[config.mk]
export PLATFORM = sky130hd
export DESIGN_NAME = rsmb_station
export DESIGN_NICKNAME = d
export VERILOG_FILES = /design/src/rtl/rsmb_pkg.sv /design/src/rtl/rsmb_station.sv
export VERILOG_INCLUDE_DIRS = /design/src /design/src/rtl
export SDC_FILE = /design/constraint.sdc
export NUM_CORES = 1
export LEC_CHECK = 0
export ABC_CLOCK_PERIOD_IN_PS = 30000
export BUFFER_PORTS_ARGS = -buffer_cell sky130_fd_sc_hd__buf_4
export CAP_MARGIN = 15
export CORE_UTILIZATION = 65
export CTS_CLUSTER_DIAMETER = 100
export DETAILED_ROUTE_END_ITERATION = 8
export PLACE_DENSITY = 0.89
export REMOVE_ABC_BUFFERS = 1
export SLEW_MARGIN = 10
export SYNTH_ARGS = -nofsm -noshare
export SYNTH_HDL_FRONTEND = slang
export SYNTH_SLANG_ARGS = --single-unit
[constraint.sdc]
create_clock -name core_clk_in -period 30 [get_ports core_clk_in]
set_input_delay 9 -clock core_clk_in [delete_from_list [all_inputs] [get_ports core_clk_in]]
set_output_delay 9 -clock core_clk_in [all_outputs]
set_load 0.01 [all_outputs]
[src/rtl/rsmb_map.svh]
// constants of the rs-485 station front end
// ============================================================
`ifndef RSMB_MAP_SVH
`define RSMB_MAP_SVH
`define RSMB_CLK_HZ        100000000
`define RSMB_PROC_CYC      1000
`define RSMB_TICK_CYC      1000000
`define RSMB_ADDR_MAX      5'h1f
`define RSMB_PROTO_HL      3'h1
`define RSMB_PROTO_LH      3'h2
`define RSMB_PROTO_HOST    3'h5
`define RSMB_PARAM_LOCK_ID 9'h0a6
`endif

[src/rtl/rsmb_pkg.sv]
// types of the rs-485 station front end
package rsmb_pkg;
  typedef enum logic [1:0] {
    RSMB_PAR_NONE = 2'h0,
    RSMB_PAR_EVEN = 2'h1,
    RSMB_PAR_ODD  = 2'h2
  } rsmb_par_t;
  typedef enum logic [2:0] {
    RSMB_RX_IDLE  = 3'h0,
    RSMB_RX_START = 3'h1,
    RSMB_RX_DATA  = 3'h2,
    RSMB_RX_PAR   = 3'h3,
    RSMB_RX_STOP  = 3'h4
  } rsmb_rx_t;
  typedef enum logic [2:0] {
    RSMB_TX_IDLE  = 3'h0,
    RSMB_TX_WAIT  = 3'h1,
    RSMB_TX_START = 3'h2,
    RSMB_TX_DATA  = 3'h3,
    RSMB_TX_PAR   = 3'h4,
    RSMB_TX_STOP  = 3'h5
  } rsmb_tx_t;
endpackage

[src/rtl/rsmb_station.sv]
// rs-485 station front end: framing, address filter, reply timing, locks
`timescale 1ns/10ps
`default_nettype none
`include "rsmb_map.svh"
module rsmb_station #(
  parameter int TICK_CYC = `RSMB_TICK_CYC
) (
  input  wire logic       core_clk_in,
  input  wire logic       rst_b_in,
  input  wire logic [4:0] station_address_setting_in,
  input  wire logic [2:0] bit_rate_select_in,
  input  wire logic [2:0] char_framing_select_in,
  input  wire logic [6:0] reply_delay_setting_in,
  input  wire logic [9:0] link_timeout_setting_in,
  input  wire logic [2:0] protocol_select_in,
  input  wire logic       param_write_lock_in,
  input  wire logic       posdata_write_lock_in,
  input  wire logic [53:0] ram_param_slot_in,
  input  wire logic [11:0] ram_posdata_slot_in,
  input  wire logic       rxd_in,
  input  wire logic       frame_end_in,
  input  wire logic [7:0] tx_data_in,
  input  wire logic       tx_valid_in,
  output logic            tx_ready_out,
  input  wire logic       tx_last_in,
  input  wire logic [8:0] edit_param_id_in,
  input  wire logic       edit_param_req_in,
  input  wire logic       edit_posdata_req_in,
  output logic            edit_grant_out,
  output logic            edit_reject_out,
  output logic [7:0]      rx_data_out,
  output logic            rx_valid_out,
  input  wire logic       rx_ready_in,
  output logic            addr_match_out,
  output logic            parity_err_out,
  output logic            timeout_out,
  output logic            high_word_first_out,
  output logic            host_mode_out,
  output logic            modbus_mode_out,
  output logic [53:0]     ram_param_slot_out,
  output logic [11:0]     ram_posdata_slot_out,
  output logic            txd_out,
  output logic            txd_oe_out
);
  // ============================================================
  // power-on latched settings
  logic [4:0]  own_addr;
  logic [2:0]  rate_code;
  logic [2:0]  frame_code;
  logic        armed;
  always_ff @(posedge core_clk_in or negedge rst_b_in) begin
    if (!rst_b_in) begin
      own_addr             <= 5'h01;
      rate_code            <= 3'h0;
      frame_code           <= 3'h0;
      ram_param_slot_out   <= 54'h0;
      ram_posdata_slot_out <= 12'h0;
      armed                <= 1'b0;
    end else if (!armed) begin
      armed                <= 1'b1;
      own_addr             <= station_address_setting_in;
      rate_code            <= bit_rate_select_in;
      frame_code           <= (char_framing_select_in > 3'h5) ? 3'h0 :
                              char_framing_select_in;
      ram_param_slot_out   <= ram_param_slot_in;
      ram_posdata_slot_out <= ram_posdata_slot_in;
    end
  end
  // ============================================================
  // bit timing
  logic [16:0] bit_cyc;
  always_comb begin
    case (rate_code)
      3'h0:    bit_cyc = 17'd2604;
      3'h1:    bit_cyc = 17'd5208;
      3'h2:    bit_cyc = 17'd10417;
      3'h3:    bit_cyc = 17'd868;
      3'h4:    bit_cyc = 17'd1736;
      3'h5:    bit_cyc = 17'd20833;
      3'h6:    bit_cyc = 17'd41667;
      default: bit_cyc = 17'd83333;
    endcase
  end
  rsmb_pkg::rsmb_par_t par_mode;
  logic two_stop;
  always_comb begin
    case (frame_code)
      3'h0, 3'h3: par_mode = rsmb_pkg::RSMB_PAR_EVEN;
      3'h1, 3'h4: par_mode = rsmb_pkg::RSMB_PAR_ODD;
      default:    par_mode = rsmb_pkg::RSMB_PAR_NONE;
    endcase
    two_stop = frame_code >= 3'h3;
  end
  // char time in cycles: 1 start+8 data+parity+stops, at most 12 bits
  logic [3:0]  char_bits;
  logic [21:0] min_gap;
  assign char_bits = 4'h9 + {3'h0, par_mode != rsmb_pkg::RSMB_PAR_NONE} +
                     {3'h0, two_stop} + 4'h1;
  assign min_gap = 22'((22'(bit_cyc) * 22'(char_bits)) * 22'h3) +
                   22'(`RSMB_PROC_CYC);
  // ============================================================
  // receiver
  rsmb_pkg::rsmb_rx_t rx_st;
  logic [16:0] rx_cnt;
  logic [2:0]  rx_bit;
  logic [7:0]  rx_sh;
  logic        rx_par;
  logic        first_byte;
  logic        frame_ok;
  logic        bcast;
  logic        rx_push;
  logic        rx_act;
  always_ff @(posedge core_clk_in or negedge rst_b_in) begin
    if (!rst_b_in) begin
      rx_st <= rsmb_pkg::RSMB_RX_IDLE;
      rx_cnt <= 17'h0;
      rx_bit <= 3'h0;
      rx_sh <= 8'h0;
      rx_par <= 1'b0;
      first_byte <= 1'b1;
      frame_ok <= 1'b0;
      bcast <= 1'b0;
      parity_err_out <= 1'b0;
      rx_push <= 1'b0;
      rx_act <= 1'b0;
    end else begin
      rx_push <= 1'b0;
      rx_act <= 1'b0;
      if (frame_end_in) begin
        first_byte <= 1'b1;
      end
      case (rx_st)
        rsmb_pkg::RSMB_RX_IDLE: if (!rxd_in) begin
          rx_st <= rsmb_pkg::RSMB_RX_START;
          rx_cnt <= 17'(bit_cyc >> 1);
        end
        rsmb_pkg::RSMB_RX_START: if (rx_cnt == 17'h0) begin
          rx_st <= rxd_in ? rsmb_pkg::RSMB_RX_IDLE : rsmb_pkg::RSMB_RX_DATA;
          rx_cnt <= bit_cyc - 17'h1;
          rx_bit <= 3'h0;
          rx_par <= 1'b0;
        end else rx_cnt <= rx_cnt - 17'h1;
        rsmb_pkg::RSMB_RX_DATA: if (rx_cnt == 17'h0) begin
          rx_sh <= {rxd_in, rx_sh[7:1]};
          rx_par <= rx_par ^ rxd_in;
          rx_cnt <= bit_cyc - 17'h1;
          rx_bit <= rx_bit + 3'h1;
          if (rx_bit == 3'h7) begin
            rx_st <= (par_mode == rsmb_pkg::RSMB_PAR_NONE) ?
                     rsmb_pkg::RSMB_RX_STOP : rsmb_pkg::RSMB_RX_PAR;
          end
        end else rx_cnt <= rx_cnt - 17'h1;
        rsmb_pkg::RSMB_RX_PAR: if (rx_cnt == 17'h0) begin
          parity_err_out <= (rx_par ^ rxd_in) !=
                            (par_mode == rsmb_pkg::RSMB_PAR_ODD);
          rx_cnt <= bit_cyc - 17'h1;
          rx_st <= rsmb_pkg::RSMB_RX_STOP;
        end else rx_cnt <= rx_cnt - 17'h1;
        rsmb_pkg::RSMB_RX_STOP: if (rx_cnt == 17'h0) begin
          rx_st <= rsmb_pkg::RSMB_RX_IDLE;
          rx_act <= 1'b1;
          if (first_byte && !frame_end_in) begin
            first_byte <= 1'b0;
            // kept per frame: later bytes overwrite the shifter
            bcast <= rx_sh == 8'h00;
            // address 0 is broadcast: accepted but never answered
            frame_ok <= (rx_sh[4:0] == own_addr && rx_sh[7:5] == 3'h0) ||
                        rx_sh == 8'h00;
          end
          rx_push <= (first_byte ? ((rx_sh[4:0] == own_addr &&
                      rx_sh[7:5] == 3'h0) || rx_sh == 8'h00) : frame_ok) &&
                     !frame_end_in;
        end else rx_cnt <= rx_cnt - 17'h1;
        default: rx_st <= rsmb_pkg::RSMB_RX_IDLE;
      endcase
    end
  end
  assign addr_match_out = frame_ok;
  // ============================================================
  // two-entry receive buffer, stalls drop nothing while not full
  logic [7:0] rbuf [2];
  logic [1:0] rcount;
  logic       rpop;
  logic [1:0] next_rcount;
  assign rpop = rx_valid_out && rx_ready_in;
  always_comb begin
    next_rcount = rcount + 2'((rx_push && rcount != 2'h2) ? 1 : 0) -
                  2'(rpop ? 1 : 0);
  end
  always_ff @(posedge core_clk_in or negedge rst_b_in) begin
    if (!rst_b_in) begin
      rcount <= 2'h0;
      rx_valid_out <= 1'b0;
      rbuf[0] <= 8'h0;
      rbuf[1] <= 8'h0;
    end else begin
      if (rpop) rbuf[0] <= rbuf[1];
      if (rx_push && rcount != 2'h2)
        rbuf[(rpop ? rcount - 2'h1 : rcount) == 2'h0 ? 0 : 1] <= rx_sh;
      rcount <= next_rcount;
      rx_valid_out <= next_rcount != 2'h0;
    end
  end
  assign rx_data_out = rbuf[0];
  // ============================================================
  // link timeout, ticked every 10 ms
  logic [19:0] tick_cnt;
  logic [9:0]  idle_ticks;
  always_ff @(posedge core_clk_in or negedge rst_b_in) begin
    if (!rst_b_in) begin
      tick_cnt <= 20'h0;
      idle_ticks <= 10'h0;
      timeout_out <= 1'b0;
    end else if (rx_act || link_timeout_setting_in == 10'h0) begin
      tick_cnt <= 20'h0;
      idle_ticks <= 10'h0;
      timeout_out <= 1'b0;
    end else if (tick_cnt == 20'(TICK_CYC - 1)) begin
      tick_cnt <= 20'h0;
      if (idle_ticks + 10'h1 >= link_timeout_setting_in)
        timeout_out <= 1'b1;
      else idle_ticks <= idle_ticks + 10'h1;
    end else tick_cnt <= tick_cnt + 20'h1;
  end
  // ============================================================
  // protocol and edit locks
  always_ff @(posedge core_clk_in or negedge rst_b_in) begin
    if (!rst_b_in) begin
      high_word_first_out <= 1'b1;
      host_mode_out <= 1'b0;
      modbus_mode_out <= 1'b0;
      edit_grant_out <= 1'b0;
      edit_reject_out <= 1'b0;
    end else begin
      high_word_first_out <= protocol_select_in != `RSMB_PROTO_LH;
      modbus_mode_out <= protocol_select_in == `RSMB_PROTO_HL ||
                         protocol_select_in == `RSMB_PROTO_LH;
      host_mode_out <= protocol_select_in == `RSMB_PROTO_HOST;
      edit_grant_out <= (edit_param_req_in && (!param_write_lock_in ||
                        edit_param_id_in == `RSMB_PARAM_LOCK_ID)) ||
                        (edit_posdata_req_in && !posdata_write_lock_in);
      edit_reject_out <= (edit_param_req_in && param_write_lock_in &&
                         edit_param_id_in != `RSMB_PARAM_LOCK_ID) ||
                         (edit_posdata_req_in && posdata_write_lock_in);
    end
  end
  // ============================================================
  // transmitter: waits the longer reply gap, then sends
  rsmb_pkg::rsmb_tx_t tx_st;
  logic [27:0] gap_cnt;
  logic [27:0] gap_need;
  logic [16:0] tx_cnt;
  logic [2:0]  tx_bit;
  logic [7:0]  tx_sh;
  logic        tx_par;
  logic        stop2;
  always_comb begin
    gap_need = 28'(reply_delay_setting_in) * 28'(TICK_CYC);
    if (gap_need < 28'(min_gap)) gap_need = 28'(min_gap);
  end
  always_ff @(posedge core_clk_in or negedge rst_b_in) begin
    if (!rst_b_in) begin
      tx_st <= rsmb_pkg::RSMB_TX_IDLE;
      gap_cnt <= 28'h0;
      tx_cnt <= 17'h0;
      tx_bit <= 3'h0;
      tx_sh <= 8'h0;
      tx_par <= 1'b0;
      stop2 <= 1'b0;
      tx_ready_out <= 1'b0;
      txd_out <= 1'b1;
      txd_oe_out <= 1'b0;
    end else begin
      tx_ready_out <= 1'b0;
      case (tx_st)
        rsmb_pkg::RSMB_TX_IDLE: begin
          txd_oe_out <= 1'b0;
          gap_cnt <= 28'h0;
          // broadcast and foreign frames get no reply
          if (frame_end_in && frame_ok && !bcast)
            tx_st <= rsmb_pkg::RSMB_TX_WAIT;
        end
        rsmb_pkg::RSMB_TX_WAIT: if (gap_cnt >= gap_need) begin
          if (tx_valid_in && !tx_ready_out) begin
            tx_ready_out <= 1'b1;
            tx_sh <= tx_data_in;
            tx_par <= ^tx_data_in;
            stop2 <= tx_last_in;
            tx_st <= rsmb_pkg::RSMB_TX_START;
            tx_cnt <= bit_cyc - 17'h1;
            txd_oe_out <= 1'b1;
            txd_out <= 1'b0;
          end
        end else gap_cnt <= gap_cnt + 28'h1;
        rsmb_pkg::RSMB_TX_START, rsmb_pkg::RSMB_TX_DATA:
          if (tx_cnt == 17'h0) begin
            tx_cnt <= bit_cyc - 17'h1;
            txd_out <= tx_sh[0];
            tx_sh <= {1'b0, tx_sh[7:1]};
            tx_bit <= (tx_st == rsmb_pkg::RSMB_TX_START) ? 3'h0 :
                      tx_bit + 3'h1;
            if (tx_st == rsmb_pkg::RSMB_TX_START)
              tx_st <= rsmb_pkg::RSMB_TX_DATA;
            else if (tx_bit == 3'h7) begin
              tx_st <= (par_mode == rsmb_pkg::RSMB_PAR_NONE) ?
                       rsmb_pkg::RSMB_TX_STOP : rsmb_pkg::RSMB_TX_PAR;
              txd_out <= (par_mode == rsmb_pkg::RSMB_PAR_NONE) ? 1'b1 :
                         tx_par ^ (par_mode == rsmb_pkg::RSMB_PAR_ODD);
              gap_cnt <= 28'(two_stop ? 2 : 1);
            end
          end else tx_cnt <= tx_cnt - 17'h1;
        rsmb_pkg::RSMB_TX_PAR: if (tx_cnt == 17'h0) begin
          tx_cnt <= bit_cyc - 17'h1;
          txd_out <= 1'b1;
          tx_st <= rsmb_pkg::RSMB_TX_STOP;
        end else tx_cnt <= tx_cnt - 17'h1;
        rsmb_pkg::RSMB_TX_STOP: if (tx_cnt == 17'h0) begin
          tx_cnt <= bit_cyc - 17'h1;
          // gap_cnt counts the stop bits still owed
          if (gap_cnt > 28'h1) gap_cnt <= gap_cnt - 28'h1;
          else begin
            gap_cnt <= gap_need;
            tx_st <= stop2 ? rsmb_pkg::RSMB_TX_IDLE : rsmb_pkg::RSMB_TX_WAIT;
          end
        end else tx_cnt <= tx_cnt - 17'h1;
        default: tx_st <= rsmb_pkg::RSMB_TX_IDLE;
      endcase
    end
  end
endmodule // rsmb_station
`default_nettype wire

* After elaboration in Yosys (flattened, before gate mapping) *
Cells that the tools add are included.

word-level totals
  bits in registers = 235
  input port bits = 125
  output and inout port bits = 86
  word-level logic and storage cells = 279

operators by class
  $add $sub $neg = 16
  multiply operators = 3
  magnitude comparators = 8
  equal/unequal tests = 50
  mux-type cells = 91
  bitwise operators = 3
  reductions and logical operators = 69

operators with widths
  operator                 count
  $mux W28                 6
  $pmux W17 S7             1
  $pmux W28 S4             1
  $mux W17                 6
  $mux W3                  19
  $pmux W17 S3             1
  $sub A17 B1 Y17 const B  3
  $mux W20                 2
  $mux W8                  5
  $ne A2 B2 Y1 const B     19
  $logic_not A17 Y1        2
  $pmux W17 S2             1
  $ge A32 B2 Y1 const B    1
  $lt A32 B1 Y1 const B    1
  $not A1 Y32              1
  $mux W1                  31
  $eq A3 B3 Y1 const B     10
  $mux W10                 3
  $pmux W3 S5              2
  $add A28 B1 Y28 const B  1
  $ge A28 B28 Y1           1
  $gt A28 B1 Y1 const B    1
  $sub A28 B1 Y28 const B  1
  $lt A27 B22 Y1           1
  57 further kinds         120

* Depth between registers and ports, before layout *
  word-level depth = 15
  mapped depth = 51
  gate-level depth less buffers = 47

* Least setup slack after synthesis *
OpenSTA, ideal clock, no wires.

  path type = input port to flip-flop
  start point = in reply_delay_setting_in[1]
  end point = reg tx_cnt[2]
  setup time = 0.121 ns
  data arrival time = 15.749 ns
  data required time = 29.879 ns
  path slack = 14.130 ns
  stages = 33
  buffers on the path = 1
  path through = inv_1 -> fa_1 -> inv_1 -> ha_1 -> inv_1 -> fa_1 -> fa_1 -> inv_1 -> ha_1 -> and4_1 -> and2_1 -> a221oi_2 -> xnor2_1 -> ha_1 -> nand2_1 -> a21oi_1 -> and4_1 -> nand2_1 -> o2111a_1 -> and4_1 -> nand2_1 -> o21a_1 -> ha_1 -> a21o_1 -> a21o_1 -> a221oi_1 -> o31ai_1 -> nor3_1 -> o21ai_1 -> a31oi_1 -> clkbuf_1 -> nor2_1 -> o22a_1

on the way
  word-level cells in the longest chain between the ends = 6

RTL lines
  item                                    line                 RTL
  from (decl)                             rsmb_station.sv:13   input wire logic [6:0] reply_delay_setting_in,
  $mul A7 B14 Y21 (*)                     rsmb_station.sv:258  gap_need = 28'(reply_delay_setting_in) * 28'(TICK_CYC);
  $lt A27 B22 Y1                          rsmb_station.sv:259  if (gap_need < 28'(min_gap)) gap_need = 28'(min_gap);
  $mux W27 (*)                            rsmb_station.sv:259
  $ge A28 B28 Y1 (*)                      rsmb_station.sv:283  rsmb_pkg::RSMB_TX_WAIT: if (gap_cnt >= gap_need) begin
  $ne A2 B2 Y1 (no source line) (*)       --
  $reduce_and A3 Y1 (no source line) (*)  --
  to (signal assigned)                    rsmb_station.sv:290  tx_cnt <= bit_cyc - 17'h1;
  to (signal assigned)                    rsmb_station.sv:297  tx_cnt <= bit_cyc - 17'h1;
  to (signal assigned)                    rsmb_station.sv:311  end else tx_cnt <= tx_cnt - 17'h1;
  to (decl)                               rsmb_station.sv:252  logic [16:0] tx_cnt;

Every way passes the cells marked *; elsewhere a longest branch is shown, timed or not.
A chain may end at the register's enable or synchronous reset.

* Worst setup path after layout *
  start point = in reply_delay_setting_in[1]
  end point = reg gap_cnt[19]

on the way
  word-level cells in the longest chain between the ends = 6
  elaborated cells between the ends (all ways) = 9
  classes of those cells = mul (1); order compare (2); eq/ne (1); mux (4); reduce/logical (1)

RTL lines
  item                                                                line                                      RTL
  $mul A7 B14 Y21 (*)                                                 rsmb_station.sv:258
  $lt A27 B22 Y1                                                      rsmb_station.sv:259
  $mux W27 (*)                                                        rsmb_station.sv:259
  $ge A28 B28 Y1 or $mux W28 (tied branches)                          rsmb_station.sv:283, rsmb_station.sv:320
  $ne A2 B2 Y1 (no source line) or $mux W28 (tied branches)           --
  $reduce_and A6 Y1 (no source line) or $pmux W28 S4 (tied branches)  --
  to (signal assigned)                                                rsmb_station.sv:294                       end else gap_cnt <= gap_cnt + 28'h1;
  to (signal assigned)                                                rsmb_station.sv:309                       gap_cnt <= 28'(two_stop ? 2 : 1);
  to (signal assigned)                                                rsmb_station.sv:320                       if (gap_cnt > 28'h1) gap_cnt <= gap_cnt - 28'h1;
  to (decl)                                                           rsmb_station.sv:250                       logic [27:0] gap_cnt;

Every way passes the cells marked *; elsewhere a longest branch is shown, timed or not. The select of a mux whose other input is x is not followed.

==> impl_results.html <==
<table>
<tr><th>Metric</th><th>Value</th></tr>
<tr><th colspan="2">Clock network</th></tr>
<tr><td>Buffer levels on the longest clock path</td><td>3</td></tr>
<tr><td>Clock tree from TritonCTS</td><td>built</td></tr>
<tr><td>Buffer cell driving the clock tree root</td><td>sky130_fd_sc_hd__clkbuf_16</td></tr>
<tr><td>Clock transition at path regs</td><td>0.06 ns</td></tr>
<tr><td>Clock insertion delay at the later pin of the skew report</td><td>0.54 ns</td></tr>
<tr><td>CTS Hold Bufs</td><td>0</td></tr>
<tr><td>Post CTS Setup Buffer Count</td><td>0</td></tr>
<tr><td>CTS H-tree depth</td><td>1</td></tr>
<tr><td>Cts bufs inserted</td><td>24</td></tr>
<tr><td>Number of clock sinks</td><td>235</td></tr>
<tr><td>Resize count post-CTS</td><td>0</td></tr>
<tr><th colspan="2">Setup path</th></tr>
<tr><td>Setup slack of the most critical reg-to-reg path</td><td>16.43 ns</td></tr>
<tr><td>End of the worst register-to-register path</td><td>gap_cnt[19]</td></tr>
<tr><td>Type of origin of the critical path</td><td>input pin</td></tr>
<tr><td>Crit path max fanout</td><td>28</td></tr>
<tr><td>Depth of the worst register-to-register path</td><td>45</td></tr>
<tr><td>Required time worst endpoint</td><td>30.42 ns</td></tr>
<tr><td>Arrival @ worst endpoint</td><td>17.73 ns</td></tr>
<tr><td>Critical path's largest stage delay</td><td>0.61 ns</td></tr>
<tr><td>Worst r2r src</td><td>rate_code[1]</td></tr>
<tr><td>Element type at the critical path end</td><td>flop</td></tr>
<tr><td>Setup Crit Path Kind</td><td>in -&gt; reg</td></tr>
<tr><td>Master of the slowest instance on the critical path</td><td>sky130_fd_sc_hd__nor2_4</td></tr>
<tr><th colspan="2">Floorplan</th></tr>
<tr><td>Initial standard-cell utilization of the core</td><td>66.7%</td></tr>
<tr><td>Core ar.</td><td>28,900 sq um</td></tr>
<tr><td>Standard-cell rows</td><td>62</td></tr>
<tr><td>Die Ht</td><td>174 microns</td></tr>
<tr><td>Die outline width</td><td>174 microns</td></tr>
<tr><td>Number of placed I/O pins</td><td>211</td></tr>
<tr><td>Area of the die</td><td>30,400 sq um</td></tr>
<tr><th colspan="2">GRT</th></tr>
<tr><td>Global-route usage over all layers</td><td>34.8%</td></tr>
<tr><td>Pin count of the biggest net entering global routing</td><td>87</td></tr>
<tr><td>Initial antenna violation count</td><td>0</td></tr>
<tr><td>Met3 GRT Util</td><td>4.37%</td></tr>
<tr><td>Global route overflow</td><td>0</td></tr>
<tr><td>Global-route wire length before repair</td><td>86,900 microns</td></tr>
<tr><td>Met1 usage</td><td>42.4%</td></tr>
<tr><td>Met2 Use GR</td><td>61.7%</td></tr>
<tr><td>Number of global-route vias before repair</td><td>17.5k</td></tr>
<tr><td>Most used routing layer in global routing</td><td>met2</td></tr>
<tr><th colspan="2">Synthesis</th></tr>
<tr><td>Unique cell type count in the Yosys netlist</td><td>100</td></tr>
<tr><td>Synth warnings</td><td>0</td></tr>
<tr><td>Share of the yosys chip area belonging to registers</td><td>30.5%</td></tr>
<tr><td>Commonest register cell after synthesis</td><td>sky130_fd_sc_hd__dfrtp_1</td></tr>
<tr><td>Top area cells in the synthesized netlist</td><td>sky130_fd_sc_hd__dfrtp_1 30%, sky130_fd_sc_hd__ha_1 12%, sky130_fd_sc_hd__mux2_2 5.7%</td></tr>
<tr><td>Instance count of the mapped netlist</td><td>2,177</td></tr>
<tr><td>Async SR Flop Fraction</td><td>100%</td></tr>
<tr><td>Register bit count reported by yosys</td><td>235</td></tr>
<tr><td>EDFF count, synth</td><td>0</td></tr>
<tr><td>Mean Syn Cell Area</td><td>8.86 sq um</td></tr>
<tr><td>Area of the mapped netlist</td><td>19,300 sq um</td></tr>
<tr><td>Synth top area share</td><td>30.0%</td></tr>
<tr><td>Most used standard cells in the synthesized netlist</td><td>231 x sky130_fd_sc_hd__dfrtp_1, 201 x sky130_fd_sc_hd__nand2_1, 184 x sky130_fd_sc_hd__ha_1, 168 x sky130_fd_sc_hd__nor2_1, 164 x sky130_fd_sc_hd__inv_1</td></tr>
<tr><td>Leading cell type by number of instances after synthesis</td><td>sky130_fd_sc_hd__dfrtp_1</td></tr>
<tr><td>Cell type contributing the most total cell area after synthesis</td><td>sky130_fd_sc_hd__dfrtp_1</td></tr>
<tr><th colspan="2">Pwr</th></tr>
<tr><td>Leakage power</td><td>10.3 nW</td></tr>
<tr><td>Sum of internal, switching and leakage power</td><td>2.34 mW</td></tr>
<tr><td>Power density normalized to cell area</td><td>107 nW/um^2</td></tr>
<tr><td>Peak supply drop</td><td>0.000206 V</td></tr>
<tr><th colspan="2">Finish</th></tr>
<tr><td>Fraction of the core area covered by cells at the end of the flow</td><td>75.4%</td></tr>
<tr><td>Fraction of final layout cells with drive strength greater than 1</td><td>17.9%</td></tr>
<tr><td>Total Nets Final</td><td>2,675</td></tr>
<tr><td>Synth-to-Final Area Change</td><td>13.1%</td></tr>
<tr><td>Post-route cell area</td><td>21,800 sq um</td></tr>
<tr><td>Antenna diode count</td><td>0</td></tr>
<tr><th colspan="2">Min path</th></tr>
<tr><td>Hold crit path type</td><td>reg -&gt; reg</td></tr>
<tr><td>Critical hold path startpoint</td><td>txd_out</td></tr>
<tr><td>Worst Hold Path Cells</td><td>2</td></tr>
<tr><td>Min-Delay Endpoint</td><td>txd_out</td></tr>
<tr><th colspan="2">Route</th></tr>
<tr><td>Post-Route WL</td><td>53,600 microns</td></tr>
<tr><td>WL/cell</td><td>19.7 microns</td></tr>
<tr><td>Overall via count from detail_route</td><td>17.6k</td></tr>
<tr><td>Remaining routing DRC violations</td><td>0</td></tr>
<tr><td>Vias per std cell</td><td>6.45</td></tr>
<tr><td>Number of iterations in the first detailed-routing pass</td><td>8</td></tr>
<tr><td>Post-route antenna net violation count</td><td>0</td></tr>
<tr><td>DR iter-0 viols</td><td>1,969</td></tr>
<tr><th colspan="2">Job</th></tr>
<tr><td>Maxcap violations</td><td>0</td></tr>
<tr><th colspan="2">Timing</th></tr>
<tr><td>Final setup fails</td><td>0</td></tr>
<tr><td>Final count of hold timing violations</td><td>0</td></tr>
<tr><td>Accumulated negative setup slack</td><td>0 ns</td></tr>
<tr><td>Tightest Pin Transition</td><td>1.14 ns</td></tr>
<tr><td>Final period utilization</td><td>57.7%</td></tr>
<tr><td>Max frequency</td><td>0.0578 GHz</td></tr>
<tr><td>Final critical-path required period</td><td>17.31 ns</td></tr>
<tr><td>Max-Slew Margin vs Limit</td><td>23.9%</td></tr>
<tr><td>Setup skew after layout</td><td>0.0261 ns</td></tr>
<tr><td>Final slew viol count</td><td>0</td></tr>
<tr><td>Setup repair after global routing missed its margin</td><td>no</td></tr>
<tr><th colspan="2">Place</th></tr>
<tr><td>Post-DP Area</td><td>21,000 sq um</td></tr>
<tr><td>DP HPWL</td><td>38,300 microns</td></tr>
<tr><td>Buffers on Ports</td><td>210</td></tr>
<tr><td>Placer's final routability congestion estimate</td><td>0.971</td></tr>
<tr><th colspan="2">Outcome</th></tr>
<tr><td>Status</td><td>complete, no violations</td></tr>
</table>
## layer usage
metal	up-vias	wire length, microns	share of wire, %
li1	8021	-	-
met3	206	3520	6.6
met5	-	0	0
met4	0	2600	4.9
met2	890	26900	50
met1	8465	20600	38
## sequential cells by signal, indices dropped and copies added, names as in the netlist, 5 cells and up, named ones only
| name | count |
|---|---|
| gap_cnt | 28 |
| idle_ticks | 10 |
| own_addr | 5 |
| ram_param_slot_out | 54 |
| ram_posdata_slot_out | 12 |
| rx_cnt | 17 |
| rx_data_out | 8 |
| rx_sh | 8 |
| tick_cnt | 20 |
| tx_cnt | 17 |
| tx_sh | 8 |
## logic make-up (layout without fill, tap and decap cells)
family / Yosys count / after routing / synth area share [%]
XOR/XNOR: 106 / 106 / 4.81
multiplexers: 133 / 133 / 7.75
flip-flops: 235 / 235 / 30.5
AND/OR/NAND/NOR: 684 / 684 / 17.8
other: 2 / 3 / 0.0389
buffers and inverters: 266 / 432 / 5.65
AO/OA/AOI/OAI: 527 / 527 / 17.3
adder cells (fa/ha/maj): 224 / 224 / 16.1
## where the power goes
part / total, mW / internal [mW] / switching (mW)
clock network: 0.305 / 0.174 / 0.131
registers: 0.369 / 0.343 / 0.0258
logic: 1.67 / 0.654 / 1.02
total: 2.34 / 1.17 / 1.17
## worst max-delay path: cells and delay by family
kind / cells / cell delay [ns]
compound gates: 9 / 2.27
xor+xnor: 1 / 0.20
fa+ha+maj: 7 / 2.74
simple gates: 11 / 2.79
buf+inv: 6 / 0.68
## cell type report
| class | instances | area [sq um] |
|---|---|---|
| Timing Repair Buffer | 223 | 1700 |
| Tap cell | 384 | 480 |
| Fill cell | 1861 | 7120 |
| Clock inverter | 7 | 73.8 |
| Multi-Input combinational cell | 1677 | 12300 |
| Sequential cell | 235 | 5890 |
| Inverter | 165 | 619 |
| Clock buffer | 37 | 719 |
## layout by cell type (no fill, tap or decap), drive strengths merged, types with 30 or more instances in the layout
cell type	count
dfrtp	231
buf	223
nand2	201
ha	184
nor2	170
inv	165
o21ai	157
a21oi	130
mux2	106
nor3	66
xnor2	57
nand3	52
xor2	49
a21o	40
fa	40
clkbuf	37
nand2b	31
a31oi	30
## through the flow
stage,setup slack [ns],std cells,hold WS [ns]
finish,12.69,2728,0.492
global route,12.39,2728,0.525
CTS,12.92,2727,0.493
detailed placement,12.44,2683,0.485
global placement,12.79,2683,0.466
floorplan,12.92,2077,0.447
## worst max-delay path by stage
stage	startpoint	end	slack (ns)	cells past startpoint
after floorplan	reply_delay_setting_in[1]	tx_cnt[4]	12.92	32
final	reply_delay_setting_in[1]	gap_cnt[19]	12.69	34
after CTS	reply_delay_setting_in[1]	gap_cnt[19]	12.92	34
after global placement	reply_delay_setting_in[1]	gap_cnt[19]	12.79	34
after detailed placement	reply_delay_setting_in[1]	gap_cnt[19]	12.44	34
after global routing	reply_delay_setting_in[1]	gap_cnt[19]	12.39	34
No activity file was read; power rests on OpenSTA's default activity.
